`src/hdl/dccf_pkg.sv`:
```
// Constants and carrier types of one DMA channel's control fields
// Contract
// - Checksum observe feeds every transfer to checksum
// - Observe only when checksum unit selects channel
// - Quiet mode: interrupt only on zero trigger
// - Pacing values up to 0x3A pick peripheral
// - Values 0x3B to 0x3E pick timers 0-3
// - Value 0x3F means always requesting
// - Completion triggers the next linked channel
// - Link equal own number disables chaining
// - Wrap target bit picks read or write
// - Wrap size n keeps low n bits changing
// - Ring sizes 2 to 32768 bytes supported
// - Write step advances write address
// - Read step advances read address
// - Width field picks byte, halfword, word
// - Preferred channels first, then one ordinary
// - Preference never changes system bus priority
// - Enabled channel accepts triggers, goes busy
// - Disabled channel ignores triggers, pauses, stays busy
// - Control alias at channel offset 0x010
// - Busy rises at start, falls at end
// - Trigger copies reload into live counter
// - Nonzero trigger write starts, zero does not
package dccf_pkg;
	localparam logic [5:0] OFS_READ_ADDR = 6'h00;
	localparam logic [5:0] OFS_WRITE_ADDR = 6'h04;
	localparam logic [5:0] OFS_TRANSFER_COUNTER = 6'h08;
	localparam logic [5:0] OFS_CTRL_TRIG = 6'h0C;
	localparam logic [5:0] OFS_CTRL_ALIAS_ONE = 6'h10;
	localparam logic [5:0] OFS_COUNT_TRIG_ALIAS = 6'h1C;
	localparam int BUSY_BIT = 24;
	localparam int FIELD_BITS = 24;
	localparam logic [5:0] PACE_LAST_PERIPH = 6'h3A;
	localparam logic [5:0] PACE_TIMER0 = 6'h3B;
	localparam logic [5:0] PACE_ALWAYS = 6'h3F;
	localparam logic [1:0] SIZE_BYTE = 2'h0;
	localparam logic [1:0] SIZE_HALF = 2'h1;
	localparam logic [1:0] SIZE_WORD = 2'h2;
	localparam logic [31:0] ADDR_RESET = 32'h00000000;
	localparam logic [31:0] COUNT_RESET = 32'h00000000;

	// Field layout of control bits 23..0
	typedef struct packed {
		logic checksum_observe;
		logic byte_reverse;
		logic quiet_irq;
		logic [5:0] pacing_source;
		logic [3:0] next_channel_link;
		logic wrap_write;
		logic [3:0] wrap_size;
		logic write_step;
		logic read_step;
		logic [1:0] width;
		logic preferred;
		logic enable;
	} dccf_ctrl_s;

	typedef struct packed {
		logic [31:0] addr;
		logic [1:0] size;
		logic [31:0] data;
	} dccf_bus_s;

	typedef enum logic [1:0] {
		ST_IDLE = 2'b00,
		ST_ASK = 2'b01,
		ST_READ = 2'b10,
		ST_WRITE = 2'b11
	} dccf_state_e;
endpackage : dccf_pkg

```
`src/hdl/dccf_byte_swap.sv`:
```
// Byte order transform applied to transfer data
`timescale 1ns/1ps
`default_nettype none
module dccf_byte_swap
	import dccf_pkg::*;
(
	input wire logic [31:0] data_in,
	input wire logic [1:0] size,
	input wire logic swap,
	output logic [31:0] data_out
);
	always_comb
	begin
		data_out = data_in;
		if (swap && size == SIZE_HALF)
		begin
			data_out = {16'h0000, data_in[7:0], data_in[15:8]};
		end
		else if (swap && size == SIZE_WORD)
		begin
			data_out = {data_in[7:0], data_in[15:8], data_in[23:16], data_in[31:24]};
		end
	end
endmodule : dccf_byte_swap
`default_nettype wire

```
`src/hdl/dccf_addr_step.sv`:
```
// Next address of one stream: step by width, optional ring wrap
`timescale 1ns/1ps
`default_nettype none
module dccf_addr_step
	import dccf_pkg::*;
(
	input wire logic [31:0] addr,
	input wire logic step,
	input wire logic [1:0] size,
	input wire logic wrap,
	input wire logic [3:0] wrap_size,
	output logic [31:0] next_addr
);
	logic [31:0] inc;
	logic [31:0] sum;
	logic [31:0] mask;

	always_comb
	begin
		// step of 1, 2 or 4 bytes
		unique case (size)
			SIZE_HALF: inc = 32'h00000002;
			SIZE_WORD: inc = 32'h00000004;
			default: inc = 32'h00000001;
		endcase
		sum = addr + inc;
		// sizes 1..15 give 2..32768 byte rings
		mask = (32'h00000001 << wrap_size) - 32'h00000001;
		next_addr = addr;
		if (step)
		begin
			next_addr = sum;
			// only the low n bits change
			if (wrap && wrap_size != 4'h0)
			begin
				next_addr = (addr & ~mask) | (sum & mask);
			end
		end
	end
endmodule : dccf_addr_step
`default_nettype wire

```
`src/hdl/dccf_channel.sv`:
```
// One DMA channel: control fields, register port, transfer sequencer
//
// Decided for this implementation: strobed register access.
`timescale 1ns/1ps
`default_nettype none
module dccf_channel
	import dccf_pkg::*;
#(
	parameter logic [3:0] CHAN_ID = 4'h0
)
(
	input wire logic clock,
	input wire logic resetn,
	input wire logic [11:0] reg_addr,
	input wire logic [31:0] reg_wdata,
	input wire logic reg_write,
	input wire logic reg_read,
	output logic [31:0] reg_rdata,
	input wire logic [58:0] peripheral_data_request,
	input wire logic [3:0] timer_pace,
	input wire logic chain_trigger_in,
	input wire logic sched_grant,
	output logic sched_request,
	output logic sched_preferred,
	output logic rd_req,
	output logic wr_req,
	output dccf_bus_s bus_cmd,
	input wire logic rd_ack,
	input wire logic [31:0] rd_data,
	input wire logic wr_ack,
	input wire logic sniff_enable,
	input wire logic [3:0] sniff_channel,
	output logic sniff_strobe,
	output logic [31:0] sniff_data,
	output logic chain_trigger_out,
	output logic [3:0] chain_target,
	output logic irq_event,
	output logic busy
);
	////////////////////////////////////////////////////////////////
	// State
	dccf_state_e state, next_state;
	dccf_ctrl_s ctrl, next_ctrl;
	logic [31:0] read_addr, next_read_addr;
	logic [31:0] write_addr, next_write_addr;
	logic [31:0] reload, next_reload;
	logic [31:0] count, next_count;
	logic next_busy;
	logic next_sched_request;
	logic next_rd_req;
	logic next_wr_req;
	dccf_bus_s next_bus_cmd;
	logic next_sniff_strobe;
	logic [31:0] next_sniff_data;
	logic next_chain_trigger_out;
	logic next_irq_event;
	logic [31:0] next_reg_rdata;

	////////////////////////////////////////////////////////////////
	// Decode and helpers
	logic hit;
	logic [5:0] offset;
	logic wr_ctrl_trig;
	logic wr_ctrl_alias;
	logic wr_count_trig;
	logic trigger;
	logic [31:0] trigger_count;
	logic pace_ok;
	logic [31:0] stepped_read;
	logic [31:0] stepped_write;
	logic [31:0] swapped;
	logic finishing;

	assign hit = reg_addr[11:6] == {2'b00, CHAN_ID};
	assign offset = reg_addr[5:0];
	assign wr_ctrl_trig = reg_write && hit && offset == OFS_CTRL_TRIG;
	assign wr_ctrl_alias = reg_write && hit && offset == OFS_CTRL_ALIAS_ONE;
	assign wr_count_trig = reg_write && hit && offset == OFS_COUNT_TRIG_ALIAS;

	// read stream wraps when bit clear
	dccf_addr_step u_read_step (
		.addr(read_addr),
		.step(ctrl.read_step),
		.size(ctrl.width),
		.wrap(!ctrl.wrap_write),
		.wrap_size(ctrl.wrap_size),
		.next_addr(stepped_read)
	);

	// Write stream wraps when the bit is set
	dccf_addr_step u_write_step (
		.addr(write_addr),
		.step(ctrl.write_step),
		.size(ctrl.width),
		.wrap(ctrl.wrap_write),
		.wrap_size(ctrl.wrap_size),
		.next_addr(stepped_write)
	);

	dccf_byte_swap u_swap (
		.data_in(rd_data),
		.size(ctrl.width),
		.swap(ctrl.byte_reverse),
		.data_out(swapped)
	);

	////////////////////////////////////////////////////////////////
	// Pacing request selection
	always_comb
	begin
		if (ctrl.pacing_source <= PACE_LAST_PERIPH)
		begin
			pace_ok = peripheral_data_request[ctrl.pacing_source];
		end
		else if (ctrl.pacing_source == PACE_ALWAYS)
		begin
			pace_ok = 1'b1;
		end
		else
		begin
			pace_ok = timer_pace[2'(ctrl.pacing_source - PACE_TIMER0)];
		end
	end

	////////////////////////////////////////////////////////////////
	// Trigger sources
	always_comb
	begin
		trigger_count = reload;
		// only a nonzero count write starts
		if (wr_count_trig && reg_wdata != 32'h00000000)
		begin
			trigger_count = reg_wdata;
		end
		// alias write is absent from this term
		trigger = wr_ctrl_trig || chain_trigger_in
			|| (wr_count_trig && reg_wdata != 32'h00000000);
	end

	////////////////////////////////////////////////////////////////
	// Sequencer and register next values
	always_comb
	begin
		next_state = state;
		next_ctrl = ctrl;
		next_read_addr = read_addr;
		next_write_addr = write_addr;
		next_reload = reload;
		next_count = count;
		next_busy = busy;
		next_sched_request = sched_request;
		next_rd_req = rd_req;
		next_wr_req = wr_req;
		next_bus_cmd = bus_cmd;
		next_sniff_strobe = 1'b0;
		next_sniff_data = sniff_data;
		next_chain_trigger_out = 1'b0;
		next_irq_event = 1'b0;
		finishing = 1'b0;

		unique case (state)
			ST_IDLE:
			begin
				// disabled: no new transfer, busy held
				if (busy && ctrl.enable)
				begin
					if (count == 32'h00000000)
					begin
						finishing = 1'b1;
					end
					else if (pace_ok)
					begin
						// class passed to the round scheduler
						next_sched_request = 1'b1;
						next_state = ST_ASK;
					end
				end
			end
			ST_ASK:
			begin
				if (!ctrl.enable)
				begin
					next_sched_request = 1'b0;
					next_state = ST_IDLE;
				end
				else if (sched_grant)
				begin
					next_sched_request = 1'b0;
					next_rd_req = 1'b1;
					next_bus_cmd = '{addr: read_addr, size: ctrl.width, data: 32'h00000000};
					next_state = ST_READ;
				end
			end
			ST_READ:
			begin
				if (rd_ack)
				begin
					next_rd_req = 1'b0;
					next_wr_req = 1'b1;
					next_bus_cmd = '{addr: write_addr, size: ctrl.width, data: swapped};
					next_state = ST_WRITE;
				end
			end
			ST_WRITE:
			begin
				if (wr_ack)
				begin
					next_wr_req = 1'b0;
					next_read_addr = stepped_read;
					next_write_addr = stepped_write;
					next_count = count - 32'h00000001;
					// sniff gated by checksum unit selection
					if (ctrl.checksum_observe && sniff_enable && sniff_channel == CHAN_ID)
					begin
						next_sniff_strobe = 1'b1;
						next_sniff_data = bus_cmd.data;
					end
					finishing = count == 32'h00000001;
					next_state = ST_IDLE;
				end
			end
		endcase

		if (finishing)
		begin
			// busy falls with the last transfer
			next_busy = 1'b0;
			next_irq_event = !ctrl.quiet_irq;
			next_chain_trigger_out = ctrl.next_channel_link != CHAN_ID;
		end

		// Software writes last so they win over stepping
		if (reg_write && hit)
		begin
			unique case (offset)
				OFS_READ_ADDR: next_read_addr = reg_wdata;
				OFS_WRITE_ADDR: next_write_addr = reg_wdata;
				OFS_TRANSFER_COUNTER: next_reload = reg_wdata;
				OFS_CTRL_TRIG, OFS_CTRL_ALIAS_ONE:
					next_ctrl = dccf_ctrl_s'(reg_wdata[FIELD_BITS-1:0]);
				OFS_COUNT_TRIG_ALIAS: next_reload = reg_wdata;
				default:
				begin
				end
			endcase
		end

		// zero to either trigger register ends a chain
		// Old quiet bit decides, so a zero control write still reports
		if ((wr_ctrl_trig || wr_count_trig) && reg_wdata == 32'h00000000 && ctrl.quiet_irq)
		begin
			next_irq_event = 1'b1;
		end

		// trigger accepted only when enabled and idle
		if (trigger && next_ctrl.enable && !busy)
		begin
			next_count = trigger_count;
			next_busy = 1'b1;
		end
	end

	////////////////////////////////////////////////////////////////
	// Read port: data in the cycle after the strobe
	always_comb
	begin
		next_reg_rdata = 32'h00000000;
		if (reg_read && hit)
		begin
			unique case (offset)
				OFS_READ_ADDR: next_reg_rdata = read_addr;
				OFS_WRITE_ADDR: next_reg_rdata = write_addr;
				OFS_TRANSFER_COUNTER, OFS_COUNT_TRIG_ALIAS: next_reg_rdata = count;
				// both offsets show the same contents
				OFS_CTRL_TRIG, OFS_CTRL_ALIAS_ONE:
				begin
					next_reg_rdata[FIELD_BITS-1:0] = ctrl;
					next_reg_rdata[BUSY_BIT] = busy;
				end
				default: next_reg_rdata = 32'h00000000;
			endcase
		end
	end

	////////////////////////////////////////////////////////////////
	// Registers
	always_ff @(posedge clock or negedge resetn)
	begin
		if (!resetn)
		begin
			state <= ST_IDLE;
			ctrl <= '{next_channel_link: CHAN_ID, default: '0};
			read_addr <= ADDR_RESET;
			write_addr <= ADDR_RESET;
			reload <= COUNT_RESET;
			count <= COUNT_RESET;
			busy <= 1'b0;
			sched_request <= 1'b0;
			rd_req <= 1'b0;
			wr_req <= 1'b0;
			bus_cmd <= '0;
			sniff_strobe <= 1'b0;
			sniff_data <= 32'h00000000;
			chain_trigger_out <= 1'b0;
			irq_event <= 1'b0;
			reg_rdata <= 32'h00000000;
			sched_preferred <= 1'b0;
			chain_target <= 4'h0;
		end
		else
		begin
			state <= next_state;
			ctrl <= next_ctrl;
			read_addr <= next_read_addr;
			write_addr <= next_write_addr;
			reload <= next_reload;
			count <= next_count;
			busy <= next_busy;
			sched_request <= next_sched_request;
			rd_req <= next_rd_req;
			wr_req <= next_wr_req;
			bus_cmd <= next_bus_cmd;
			sniff_strobe <= next_sniff_strobe;
			sniff_data <= next_sniff_data;
			chain_trigger_out <= next_chain_trigger_out;
			irq_event <= next_irq_event;
			reg_rdata <= next_reg_rdata;
			// issue order only; bus side carries no priority
			sched_preferred <= next_ctrl.preferred;
			chain_target <= next_ctrl.next_channel_link;
		end
	end
endmodule : dccf_channel
`default_nettype wire

```
`config.mk`:
```
export PLATFORM = sky130hd
export DESIGN_NAME = dccf_channel
export DESIGN_NICKNAME = d
export VERILOG_FILES = /design/src/hdl/dccf_pkg.sv /design/src/hdl/dccf_byte_swap.sv /design/src/hdl/dccf_addr_step.sv /design/src/hdl/dccf_channel.sv
export SDC_FILE = /design/constraint.sdc
export NUM_CORES = 1
export LEC_CHECK = 0
export ABC_AREA = 1
export BUFFER_PORTS_ARGS = -buffer_cell sky130_fd_sc_hd__buf_2
export CAP_MARGIN = 20
export CORE_UTILIZATION = 50
export DETAILED_ROUTE_END_ITERATION = 8
export PLACE_DENSITY_LB_ADDON = 0.15
export SLEW_MARGIN = 20
export SYNTH_ARGS = -nofsm -noshare
export SYNTH_HDL_FRONTEND = slang
export SYNTH_SLANG_ARGS = --single-unit
```
`constraint.sdc`:
```
create_clock -name clock -period 2.6 [get_ports clock]
set_clock_uncertainty 0.05 [all_clocks]
set_input_delay 0 -clock clock [delete_from_list [all_inputs] [get_ports clock]]
set_output_delay 0 -clock clock [all_outputs]
set_load 0.005 [all_outputs]
```
== After elaboration in Yosys (flattened, before gate mapping) ==
Index checks and enable logic that the tools add are counted.

* Register bits after elaboration: 291
* Bits of input ports: 152
* Output and inout port bits: 142

* $add $sub $neg: 5
* $lt $le $gt $ge: 3
* Equality and inequality tests: 20
* Shift operators: 1
* Mux-type cells: 67
* Bitwise operators: 7
* Reductions and logical operators: 47

{| class="wikitable"
|+ Operators by type and width
! kind !! count
|-
| $mux 32 || 19
|-
| $mux 66 || 3
|-
| $pmux 66 s2 || 1
|-
| $and 32x32->32 || 4
|-
| $pmux 25 s4 || 1
|-
| $logic_not 32->1 || 2
|-
| $or 32x32->32 || 2
|-
| $sub 32x1->32 const B || 2
|-
| $add 32x3->32 || 1
|-
| $add 32x32->32 || 1
|-
| $eq 32x1->1 const B || 1
|-
| $not 32->32 || 1
|-
| $reduce_bool 32->1 || 1
|-
| $shl 1x4->32 const A || 1
|-
| $mux 1 || 27
|-
| $pmux 7 s3 || 1
|-
| $logic_and 1x1->1 || 16
|-
| $mux 2 || 7
|-
| $ne 2x2->1 const B || 7
|-
| $eq 6x4->1 const B || 2
|-
| $eq 6x5->1 const B || 2
|-
| $logic_not 6->1 || 2
|-
| $reduce_bool 2->1 || 6
|-
| $pmux 1 s2 || 4
|-
| 24 further kinds || 36
|}

== Depth between registers and ports, before layout ==
Gate-level depths: netlist of the first run.

* Depth in word-level cells: 11
* Gate-level depth with buffers: 19
* Gate-level depth less buffers: 17

== Cells and area by module ==
A second synthesis of the first run with hierarchy kept.

* Cell total of the unflattened synthesis: 2493
* Area, all modules: 18047.3 um^2

{| class="wikitable"
|+ Modules (own cells, without submodules)
! module !! instances !! cells an instance !! area an instance (um^2) !! seq. area each (um^2)
|-
| dccf_channel || 1 || 1800 || 14410.1 || 7282.0
|-
| dccf_addr_step at u_write_step || 1 || 259 || 1462.7 || 0.0
|-
| dccf_addr_step at u_read_step || 1 || 257 || 1393.8 || 0.0
|-
| dccf_byte_swap || 1 || 177 || 780.7 || 0.0
|}

== Least setup slack after synthesis of the first run ==
No wires, ideal clock.

* Kind: register -> register
* Start point: reg ctrl[2] (netlist bit)
* End point: reg write_addr[28]
* Arrival time: 2.266 ns
* Setup slack: 0.159 ns
* Stages on the path, launching flop included: 16
* Period minus slack after synthesis: 2.441 ns
* Cells stage by stage: dfrtp_1 -> inv_1 -> ha_1 -> ha_1 -> fa_1 -> nand2_1 -> nand2_1 -> nand3_1 -> nor2_1 -> and3_1 -> nand2_1 -> inv_1 -> nand2_1 -> nor2_1 -> xnor2_1 -> a21oi_1

* Longest elaborated chain between the ends: 11

{| class="wikitable"
|+ Ends and longest elaborated chain
! what !! RTL line !! RTL
|-
| from (decl) || dccf_channel.sv:43 || <nowiki>dccf_ctrl_s ctrl, next_ctrl;</nowiki>
|-
| from (signal assigned) || dccf_channel.sv:313 || <nowiki>ctrl <= next_ctrl;</nowiki>
|-
| $eq 2x2->1 or $eq 2x1->1 (tied branches) || dccf_addr_step.sv:21 || <nowiki>unique case (size)</nowiki>
|-
| $pmux 3 s2 * || dccf_addr_step.sv:21 ||
|-
| $add 32x3->32 * || dccf_addr_step.sv:26 || <nowiki>sum = addr + inc;</nowiki>
|-
| $and 32x32->32 || dccf_addr_step.sv:36 || <nowiki>next_addr = (addr & ~mask) | (sum & mask);</nowiki>
|-
| $or 32x32->32 || dccf_addr_step.sv:36 ||
|-
| $mux 32 * || dccf_addr_step.sv:34 || <nowiki>if (wrap && wrap_size != 4'h0)</nowiki>
|-
| $mux 32 * || dccf_addr_step.sv:30 || <nowiki>if (step)</nowiki>
|-
| $mux 32 * || dccf_channel.sv:206 || <nowiki>if (wr_ack)</nowiki>
|-
| $mux 32 * || dccf_channel.sv:161 || <nowiki>unique case (state)</nowiki>
|-
| $mux 32 || dccf_channel.sv:235 || <nowiki>unique case (offset)</nowiki>
|-
| $mux 32 * || dccf_channel.sv:233 || <nowiki>if (reg_write && hit)</nowiki>
|-
| via next_write_addr[28] || dccf_channel.sv:45 || <nowiki>logic [31:0] write_addr, next_write_addr;</nowiki>
|-
| to (signal assigned) || dccf_channel.sv:315 || <nowiki>write_addr <= next_write_addr;</nowiki>
|-
| to (decl) || dccf_channel.sv:45 ||
|}

Mark *: on every way through the listed nets, which the timed path passes. The rest lies on a longest branch.
A chain may end at the register's enable or synchronous reset.

== Worst setup path after layout of the first run ==
* Start point: reg state[0]
* End point: reg bus_cmd[28] (netlist bit)

* Longest elaborated chain between the ends: 3

{| class="wikitable"
|+ Ends and longest elaborated chain
! what !! RTL line !! RTL
|-
| from (decl) || dccf_channel.sv:42 || <nowiki>dccf_state_e state, next_state;</nowiki>
|-
| from (signal assigned) || dccf_channel.sv:312 || <nowiki>state <= next_state;</nowiki>
|-
| $eq 2x1->1 or $eq 2x2->1 (tied branches) || dccf_channel.sv:161 ||
|-
| $ne 2x2->1 (no line) or $reduce_bool 2->1 (tied branches) || - ||
|-
| $reduce_and 4->1 (no line) || - ||
|-
| to (signal assigned) || dccf_channel.sv:322 || <nowiki>bus_cmd <= next_bus_cmd;</nowiki>
|-
| to (decl) || dccf_channel.sv:27 || <nowiki>output dccf_bus_s bus_cmd,</nowiki>
|}

Parallel ways exist; a longest one is shown, timed or not.

==> results of run 1 <==
-- cell families (layout without fill, tap and decap cells) --
group,Yosys count,count (layout),share of synthesized area (%)
fa+ha+maj,22,22,1.77
mux,1,1,0.0685
flops,291,291,44.3
buf+inv,319,754,7.81
compound gates,453,453,16.5
simple gates,1013,1013,25.6
xor+xnor,74,74,3.94
-- synthesized netlist by cell type, types with 6 or more instances --
master | number | area share (%)
inv_1 | 192 | 4.4
xnor2_1 | 10 | 0.53
o2111ai_1 | 19 | 1.0
nor2_1 | 241 | 5.5
a21oi_1 | 90 | 2.7
a22oi_1 | 50 | 2.3
o21ai_0 | 179 | 5.4
nand4_1 | 28 | 1.1
nor2_2 | 8 | 0.30
ha_1 | 20 | 1.5
dfrtp_1 | 291 | 44
nand3_1 | 132 | 4.0
xor2_1 | 64 | 3.4
nor3_1 | 26 | 0.79
a31oi_1 | 41 | 1.6
nor4_1 | 11 | 0.42
inv_2 | 9 | 0.21
o21ai_1 | 6 | 0.18
nand2_1 | 548 | 13
clkbuf_1 | 74 | 1.7
o211ai_1 | 29 | 1.3
buf_2 | 26 | 0.79
buf_4 | 7 | 0.32
o31ai_1 | 15 | 0.68
-- timing repair --
item                                    4_1_cts  5_1_grt
endpoints found under the hold margin       359        0
hold buffers                                 89        0
resized for setup                             5       34
endpoints found under the setup margin        6       45
pin swaps                                     0        4
gates cloned                                  0        2
buffers inserted                              0        5
-- worst register-to-register path, delay by kind of cell, from the launching register on --
family | cells | cell delay, ns
compound gates | 3 | 0.62
fa+ha+maj | 1 | 0.19
buf+inv | 5 | 1.14
flops | 1 | 0.44
-- through the flow --
stage / hold WS, ns / setup slack [ns]
after floorplan: -0.346 / 0.159
after CTS: 0.0112 / 0.00642
after detailed placement: -0.00533 / -0.0165
after global routing: 0.0257 / -0.0275
after global placement: -0.00572 / 0.0381
final: 0.0359 / 0.108
-- state kept, by name, indices dropped and copies added (netlist names), named ones only --
signal / flops
bus_cmd: 66
count: 32
read_addr: 32
reg_rdata: 32
reload: 32
sniff_data: 32
write_addr: 32
ctrl: 24
busy: 1
chain_trigger_out: 1
irq_event: 1
rd_req: 1
sched_request: 1
sniff_strobe: 1
state: 1
wr_req: 1
-- metal layers --
layer | vias to the layer above | routed length (um) | GRT usage (%) | share of wire, %
met5 | - | 13 | 0 | 0.021
met3 | 154 | 6020 | 7.66 | 9.7
li1 | 8028 | - | - | -
met4 | 2 | 2450 | 14.8 | 3.9
met1 | 8221 | 25400 | 49.4 | 41
met2 | 959 | 28100 | 58.0 | 45
-- report_power, final --
| part | internal, mW | total [mW] | switching (mW) |
|---|---|---|---|
| clock network | 3.22 | 5.14 | 1.92 |
| logic | 1.80 | 4.41 | 2.61 |
| registers | 5.25 | 5.89 | 0.638 |
-- worst max path at each step --
stage                               end  depth (start not counted)            startpoint
5_1_grt        write_addr[26]$_DFF_PN0_                         14   ctrl[2]$_DFFE_PN0P_
3_5_place_dp   write_addr[28]$_DFF_PN0_                         15   ctrl[2]$_DFFE_PN0P_
4_1_cts         read_addr[25]$_DFF_PN0_                         13   ctrl[2]$_DFFE_PN0P_
2_1_floorplan  write_addr[28]$_DFF_PN0_                         15   ctrl[2]$_DFFE_PN0P_
3_3_place_gp   write_addr[28]$_DFF_PN0_                         15   ctrl[2]$_DFFE_PN0P_
6_report        bus_cmd[28]$_DFFE_PN0P_                          9  state[0]$_DFFE_PN0P_
-- area by class of cell --
class | count | area share (%)
multi-input combinational | 1563 | 37.9
sequential | 291 | 34.5
timing repair buffer | 488 | 15.5
clock buffer | 50 | 4.85
inverter | 207 | 3.75
tap | 442 | 2.62
clock inverter | 9 | 0.806
==> flow_metrics.env, run 1 <==
export IMPL_drt_drc_violations_left=0
export IMPL_multiInputGateArea_um2=8010
export IMPL_ys_async_sr_fraction_pct=100
export IMPL_post_drt_wl_per_cell_um=20.3
export IMPL_synth_nets=2347
export IMPL_rsz0062_at_grt="yes"
export IMPL_slew_headroom_pct=54.9
export IMPL_ys_types=54
export IMPL_maxCapViolCount=0
export IMPL_slew_violations=0
export IMPL_hold_class="in2async"
export IMPL_ant_nets=0
export IMPL_final_cell_mix="545 x nand2_1, 292 x buf_2, 291 x dfrtp_1, 236 x nor2_1, 190 x inv_1"
export IMPL_gr_total_overflow=0
export IMPL_grt_antenna_before_repair=2
export IMPL_num_rows=66
export IMPL_htree_levels=2
export IMPL_worst_pin_slew_ns=0.676
export IMPL_r2r_end="bus_cmd[28]$_DFFE_PN0P_"
export IMPL_grt_start_max_net_pins=82
export IMPL_finalCriticalPeriod_ns=2.49
export IMPL_final_cell_area_um2=21100
export IMPL_clk_pin_slew_ns=0.06
export IMPL_regArea_um2=7280
export IMPL_core_region_area_um2=32500
export IMPL_required_ns=2.99
export IMPL_power_mw=15.4
export IMPL_cp_arrival_ns=2.88
export IMPL_reg2reg_setup_slack_ns=0.11
export IMPL_vdd_drop_max_v=0.000618
export IMPL_fillers=2837
export IMPL_initial_core_util_pct=50.7
export IMPL_gp_congestion=0.971
export IMPL_critPathBufInv=5
export IMPL_port_buffers=293
export IMPL_dieArea_um2=33600
export IMPL_initialDrtViolationCount=1865
export IMPL_clock_tree_root_cell="clkbuf_16"
export IMPL_drtPass1Iterations=7
export IMPL_fin_nets=2759
export IMPL_viasPerCell=5.69
export IMPL_crit_family="buffers and inverters"
export IMPL_slowest_stage="dlygate4sd3_1"
export IMPL_path_cells="inv_1 > ha_2 > inv_2 > buf_6 > a21oi_4 > buf_4 > o21ai_0 > o31ai_1 > dlygate4sd3_1"
export IMPL_syn_area_um2=16400
export IMPL_power_density_nw_per_um2=731
export IMPL_ioPinCount=294
export IMPL_setup_viol=0
export IMPL_max_clock_freq_mhz=401
export IMPL_synth_seq_cells=291
export IMPL_r2r_cells=9
export IMPL_worstPathMaxFanout=34
export IMPL_start_kind="flop"
export IMPL_dp_hpwl_mm=44.6
export IMPL_hold_viol_final=0
export IMPL_grtUsageTotal_pct=36.8
export IMPL_yosysWarnings=0
export IMPL_die_h_um=183
export IMPL_cts_buffers_inserted=34
export IMPL_p_leak_nw=10.4
export IMPL_cts_sinks=291
export IMPL_place_area_um2=18800
export IMPL_fin_setup_tns_ns=0
export IMPL_layout_cells_non_filler=3050
export IMPL_synth_avg_cell_area_um2=7.57
export IMPL_ys_flop_type="dfrtp_1"
export IMPL_antenna_cells=0
export IMPL_cp_end_kind="flop"
export IMPL_dp_cells=2895
export IMPL_grt_pass1_wl_mm=94.2
export IMPL_outcome="finished clean"
export IMPL_final_util_pct=65.1
export IMPL_path_class="reg2reg"
export IMPL_yosysSeqAreaShare_pct=44.3
export IMPL_clk_latency_ns=0.52
export IMPL_cts_tree="yes"
export IMPL_syn_inst=2173
export IMPL_drive_above_1_share_pct=19.9
export IMPL_vias=17364
export IMPL_area_growth_pct=28.4
export IMPL_fp_dieW_um=183
export IMPL_final_common_cell="nand2_1"
export IMPL_cp_slowest_stage_delay_ns=0.61
export IMPL_grt_pass1_vias=16509
export IMPL_cts_path_max_buffers=3
export IMPL_synth_enable_flop_cells=0
export IMPL_min_period_over_period_pct=95.8
export IMPL_wirelength_mm=62.0
export IMPL_reg2reg_from="state[0]$_DFFE_PN0P_"
No activity file was read; power rests on OpenSTA's default activity.
==> run 2: changes to the inputs <==
GPL_TIMING_DRIVEN = 0   (was unset)
clock period = 3.05 ns   (was 2.6 ns; I/O delays follow)
==> run 2 against run 1 <==
Effect of this change: setup slack better by 0.015 ns; fmax shrank 15%; non-clock buffer count fell by 11; critical endpoint is now write_addr[17]$_DFF_PN0_; largest cell class unchanged; largest power group unchanged.
==> flow_metrics.env, run 2 (same netlist as run 1, synthesis figures left out) <==
export IMPL_htree_levels=2
export IMPL_die_h_um=183
export IMPL_wirelength_mm=63.8
export IMPL_vias=17626
export IMPL_num_rows=66
export IMPL_top_register="bus_cmd"
export IMPL_critPathBufInv=1
export IMPL_cp_common_cell="nand2_1"
export IMPL_maxCapViolCount=0
export IMPL_final_cell_mix="548 x nand2_1, 319 x buf_2, 291 x dfrtp_1, 240 x nor2_1, 191 x inv_1"
export IMPL_grt_pass1_vias=17020
export IMPL_grt_pass1_wl_mm=97.2
export IMPL_hold_class="in2async"
export IMPL_p_sw_mw=4.38
export IMPL_required_ns=3.43
export IMPL_slew_headroom_pct=38.3
export IMPL_max_clock_freq_mhz=342
export IMPL_worstPathMaxFanout=10
export IMPL_finalCriticalPeriod_ns=2.93
export IMPL_outcome="finished clean"
export IMPL_combPwrFrac_pct=26.4
export IMPL_dp_hpwl_mm=48.7
export IMPL_drive_above_1_share_pct=16.9
export IMPL_cp_arrival_ns=3.30
export IMPL_place_area_um2=18600
export IMPL_cts_buffers_inserted=34
export IMPL_fin_nets=2748
export IMPL_final_common_cell="nand2_1"
export IMPL_viasPerCell=5.80
export IMPL_ant_nets=0
export IMPL_p_leak_nw=9.95
export IMPL_worstSetupStartpoint="state[0]$_DFFE_PN0P_"
export IMPL_cts_tree="yes"
export IMPL_initial_core_util_pct=50.7
export IMPL_cts_sinks=291
export IMPL_clk_pin_slew_ns=0.06
export IMPL_switching_share_pct=34.7
export IMPL_rsz0062_at_grt="no"
export IMPL_fp_dieW_um=183
export IMPL_holdWs_ns=0.0285
export IMPL_hold_viol_final=0
export IMPL_setup_viol=0
export IMPL_cp_end_kind="flop"
export IMPL_port_buffers=293
export IMPL_drtPass1Iterations=6
export IMPL_grtUsageTotal_pct=38.3
export IMPL_clock_tree_root_cell="clkbuf_16"
export IMPL_core_region_area_um2=32500
export IMPL_power_density_nw_per_um2=618
export IMPL_power_internal_mw=8.24
export IMPL_clk_latency_ns=0.52
export IMPL_clockPowerShare_pct=33.2
export IMPL_start_kind="flop"
export IMPL_largest_register_ffs=66
export IMPL_initialDrtViolationCount=1785
export IMPL_dieArea_um2=33600
export IMPL_post_drt_wl_per_cell_um=21.0
export IMPL_p_seq_share_pct=40.4
export IMPL_ioPinCount=294
export IMPL_worst_pin_slew_ns=0.920
export IMPL_vdd_drop_max_v=0.000473
export IMPL_area_growth_pct=24.1
export IMPL_reg2reg_from="state[0]$_DFFE_PN0P_"
export IMPL_slew_violations=0
export IMPL_cp_slowest_stage_delay_ns=0.76
export IMPL_gp_congestion=0.986
export IMPL_path_class="reg2reg"
export IMPL_gr_total_overflow=0
export IMPL_fin_setup_tns_ns=0
export IMPL_grt_antenna_before_repair=0
export IMPL_crit_family="simple AND/OR/NAND/NOR gates"
export IMPL_min_period_over_period_pct=96.0
export IMPL_path_cells="ha_1 > nand2_1 > clkinv_1 > nand2_1 > nor3_1 > nand3_1 > xor2_1 > a21oi_1"
export IMPL_slowest_stage="nor3_1"
export IMPL_final_util_pct=62.9
export IMPL_cts_path_max_buffers=3
export IMPL_drt_drc_violations_left=0
export IMPL_final_cell_area_um2=20400
export IMPL_grt_start_max_net_pins=99
[run 2: cell count changes in the layout (fill, tap and decap cells not counted), sizes merged]
cell / change
clkbuf: +69
buf: -60
dlygate4sd3: -22
bufinv: -3
clkinv: +2
clkinvlp: +1
diode: +1
inv: -1
[run 2: timing repair]
action | in CTS | in global routing
resized for setup | 3 | 8
hold buffers | 68 | 0
hold endpoints to repair | 363 | 0
setup endpoints to repair | 15 | 78
buffers inserted | 0 | 2
[run 2: metal layers]
layer | global-route usage (%) | wire length [um] | vias up
met1 | 50.5 | 26100 | 8475
met4 | 16.9 | 2930 | 0
li1 | - | - | 8000
met5 | 0 | 0 | -
met2 | 61.4 | 29000 | 956
met3 | 7.23 | 5700 | 195
[run 2: layout make-up]
| cell class | instances | area [um2] |
|---|---|---|
| inverters | 207 | 782 |
| clock buffers | 48 | 1050 |
| diodes | 1 | 2.50 |
| flip-flops and latches | 291 | 7280 |
| well taps | 442 | 553 |
| clock inverters | 8 | 96.3 |
| plain buffers | 111 | 502 |
| repair buffers | 366 | 2250 |
| fillers | 2951 | 12000 |
| multi-input cells | 1563 | 7900 |
[run 2: stage by stage]
| step | setup slack [ns] | power [mW] | instances |
|---|---|---|---|
| 6_report | 0.123 | 12.6 | 3037 |
| 3_3_place_gp | -3.54 | 8.25 | 2908 |
| 2_1_floorplan | 0.609 | 6.77 | 2173 |
| 5_1_grt | 0.0292 | 13.2 | 3036 |
| 3_5_place_dp | -0.0563 | 8.34 | 2911 |
| 4_1_cts | 0.00504 | 12.6 | 3035 |
[run 2: power groups by stage]
stage                     Clock (mW)  Combinational (mW)  Sequential, mW
final                           4.19                3.33            5.10
after global routing            4.36                3.72            5.15
after CTS                       4.21                3.29            5.07
after detailed placement           0                3.20            5.14
after global placement             0                3.14            5.11
after floorplan                    0                1.81            4.96
[run 2: worst paths after layout]
kind	endpoint	slack, ns	cells past startpoint
worst max-delay path	write_addr[17]$_DFF_PN0_	0.12	8
worst min-delay path	bus_cmd[44]$_DFFE_PN0P_	0.03	3
worst max register to register	write_addr[17]$_DFF_PN0_	0.12	8
worst min register to register	sniff_data[25]$_DFFE_PN0P_	0.42	2
max in group asynchronous	reload[12]$_DFFE_PN0P_	2.07	4
min in group clock	irq_event$_DFF_PN0_	0.03	6
[run 2: worst min-delay path, stage by stage]
cell and delay [ns]:
dlygate4sd3_1 0.57, buf_8 0.14, buf_16 0.32
==> run 3: changes to the inputs <==
CELL_PAD_IN_SITES_DETAIL_PLACEMENT = 1   (was unset)
CELL_PAD_IN_SITES_GLOBAL_PLACEMENT = 1   (was unset)
CORE_UTILIZATION = 44   (was 50)
==> run 3 against run 2 <==
Effect of this change: setup slack got worse by 0.016 ns; flip-flop and latch count did not move; non-clock buffer count did not move; first-iteration DRC count fell by 31%; critical path depth rose by 2; via count rose by 1.9%; fmax fell by 0.54%; clock power fell by 4%; routed wire length rose by 14%; sequential share of layout area rose by 0.074 points; count of clock-buffer cells in the layout rose by 1; utilization fell by 7.4 points; largest power group unchanged.
==> flow_metrics.env, run 3 (same netlist as run 1, synthesis figures left out) <==
export IMPL_dp_cells=2937
export IMPL_clk_pin_slew_ns=0.06
export IMPL_slew_headroom_pct=16.4
export IMPL_path_cells="inv_1 > ha_2 > inv_2 > nor2_1 > inv_1 > nand2_2 > clkbuf_1 > nand2_1 > o31ai_1 > dlygate4sd3_1"
export IMPL_required_ns=3.47
export IMPL_fp_dieW_um=195
export IMPL_maxCapViolCount=0
export IMPL_post_cts_setup_buffers=0
export IMPL_outcome="finished clean"
export IMPL_final_common_cell="nand2_1"
export IMPL_cts_sinks=291
export IMPL_final_cell_mix="547 x nand2_1, 318 x buf_2, 290 x dfrtp_1, 240 x nor2_1, 191 x inv_1"
export IMPL_post_drt_wl_per_cell_um=23.7
export IMPL_initial_core_util_pct=44.8
export IMPL_dieArea_um2=38100
export IMPL_cts_tree="yes"
export IMPL_slew_violations=0
export IMPL_cts_buffers_inserted=35
export IMPL_cp_common_cell="inv_1"
export IMPL_core_region_area_um2=36700
export IMPL_wirelength_mm=72.7
export IMPL_gp_congestion=0.967
export IMPL_cts_path_max_buffers=3
export IMPL_max_clock_freq_mhz=340
export IMPL_hold_class="in2async"
export IMPL_grt_pass1_wl_mm=111
export IMPL_worstPathMaxFanout=10
export IMPL_drive_above_1_share_pct=16.5
export IMPL_drt_drc_violations_left=0
export IMPL_min_period_over_period_pct=96.5
export IMPL_gr_total_overflow=0
export IMPL_die_h_um=195
export IMPL_cp_slowest_stage_delay_ns=0.57
export IMPL_crit_family="buffers and inverters"
export IMPL_port_buffers=293
export IMPL_antenna_cells=0
export IMPL_area_growth_pct=23.9
export IMPL_cp_arrival_ns=3.36
export IMPL_fin_setup_tns_ns=0
export IMPL_drtPass1Iterations=5
export IMPL_top_register="bus_cmd"
export IMPL_fin_nets=2749
export IMPL_p_leak_nw=9.90
export IMPL_path_class="reg2reg"
export IMPL_grtUsageTotal_pct=38.4
export IMPL_finalCriticalPeriod_ns=2.94
export IMPL_viasPerCell=5.87
export IMPL_worst_pin_slew_ns=1.25
export IMPL_dp_hpwl_mm=55.4
export IMPL_setup_viol=0
export IMPL_clk_latency_ns=0.53
export IMPL_start_kind="flop"
export IMPL_initialDrtViolationCount=1233
export IMPL_critPathBufInv=5
export IMPL_clock_tree_root_cell="clkbuf_16"
export IMPL_ioPinCount=294
export IMPL_ant_nets=0
export IMPL_hold_viol_final=0
export IMPL_vias=17969
export IMPL_slowest_stage="dlygate4sd3_1"
export IMPL_grt_start_max_net_pins=94
export IMPL_largest_register_ffs=66
export IMPL_htree_levels=2
export IMPL_grt_pass1_vias=18545
export IMPL_power_density_nw_per_um2=621
export IMPL_cp_end_kind="flop"
export IMPL_num_rows=70
export IMPL_vdd_drop_max_v=0.000434
export IMPL_grt_antenna_before_repair=3
export IMPL_layout_cells_non_filler=3062
run 3: cell count changes in the layout (fill, tap and decap cells not counted), sizes merged:
cell         change
buf              -2
clkbuf           +1
clkinv           -2
diode            -1
dlygate4sd3      +2
inv              +1
run 3: worst paths after layout:
kind                                                 start                         end  slack, ns  depth (start not counted)
max in group asynchronous                           resetn       reload[9]$_DFFE_PN0P_       2.01                          4
min in group clock                            reg_addr[11]     reg_rdata[29]$_DFF_PN0_       0.04                          5
worst min register to register  sniff_data[24]$_DFFE_PN0P_  sniff_data[24]$_DFFE_PN0P_       0.43                          2
worst max register to register        state[0]$_DFFE_PN0P_     bus_cmd[31]$_DFFE_PN0P_       0.11                         10
worst max-delay path                  state[0]$_DFFE_PN0P_     bus_cmd[31]$_DFFE_PN0P_       0.11                         10
worst min-delay path                                resetn     write_addr[3]$_DFF_PN0_      0.008                          3
run 3: worst reg2reg max path: cells and delay by family (launching register included):
family / cells / cell delay, ns
buf+inv: 5 / 1.38
simple gates: 3 / 0.57
flops: 1 / 0.45
fa+ha+maj: 1 / 0.36
compound gates: 1 / 0.08
run 3: area by class of cell:
class / instances / area (um2)
fillers: 4661 / 16300
plain buffers: 111 / 499
clock buffers: 49 / 958
flip-flops and latches: 291 / 7280
clock inverters: 7 / 91.3
well taps: 468 / 586
multi-input cells: 1563 / 7900
inverters: 207 / 782
repair buffers: 366 / 2280
run 3: power breakdown:
part | total (mW) | leakage [nW] | switching, mW | internal, mW
registers | 5.14 | 3.85 | 0.666 | 4.48
clock network | 4.03 | 0.511 | 1.68 | 2.35
logic | 3.49 | 5.53 | 2.27 | 1.22
total | 12.7 | 9.90 | 4.62 | 8.04
run 3: per-stage QoR:
step | power, mW | utilization [%] | area [um2] | hold WS (ns) | worst slack [ns]
after detailed placement | 8.48 | 50.6 | 18600 | -0.0805 | -0.276
after global placement | 8.31 | 50.4 | 18500 | 0.221 | -3.69
after global routing | 13.2 | 55.5 | 20400 | 0.0374 | -0.00734
after CTS | 12.6 | 55.5 | 20400 | 0.0172 | 0.0309
final | 12.7 | 55.5 | 20400 | 0.00753 | 0.107
after floorplan | 6.77 | - | 16400 | -0.346 | 0.609
run 3: what timing repair did:
action                     in CTS  in global routing
hold endpoints to repair      360                  0
cloned                          0                  0
pin swaps                       0                  0
resized for setup               4                  6
hold buffers                   70                  0
setup endpoints to repair      49                 15
run 3: per-layer routing:
metal  part of all wire, %  vias up  wire (um)  track usage [%]
li1                      -     8009          -                -
met1                    41     9027      29800             49.6
met2                    48      751      35100             64.5
met3                   6.4      178       4640             5.30
met4                   4.3        4       3150             16.5
met5                 0.032        -         23                0
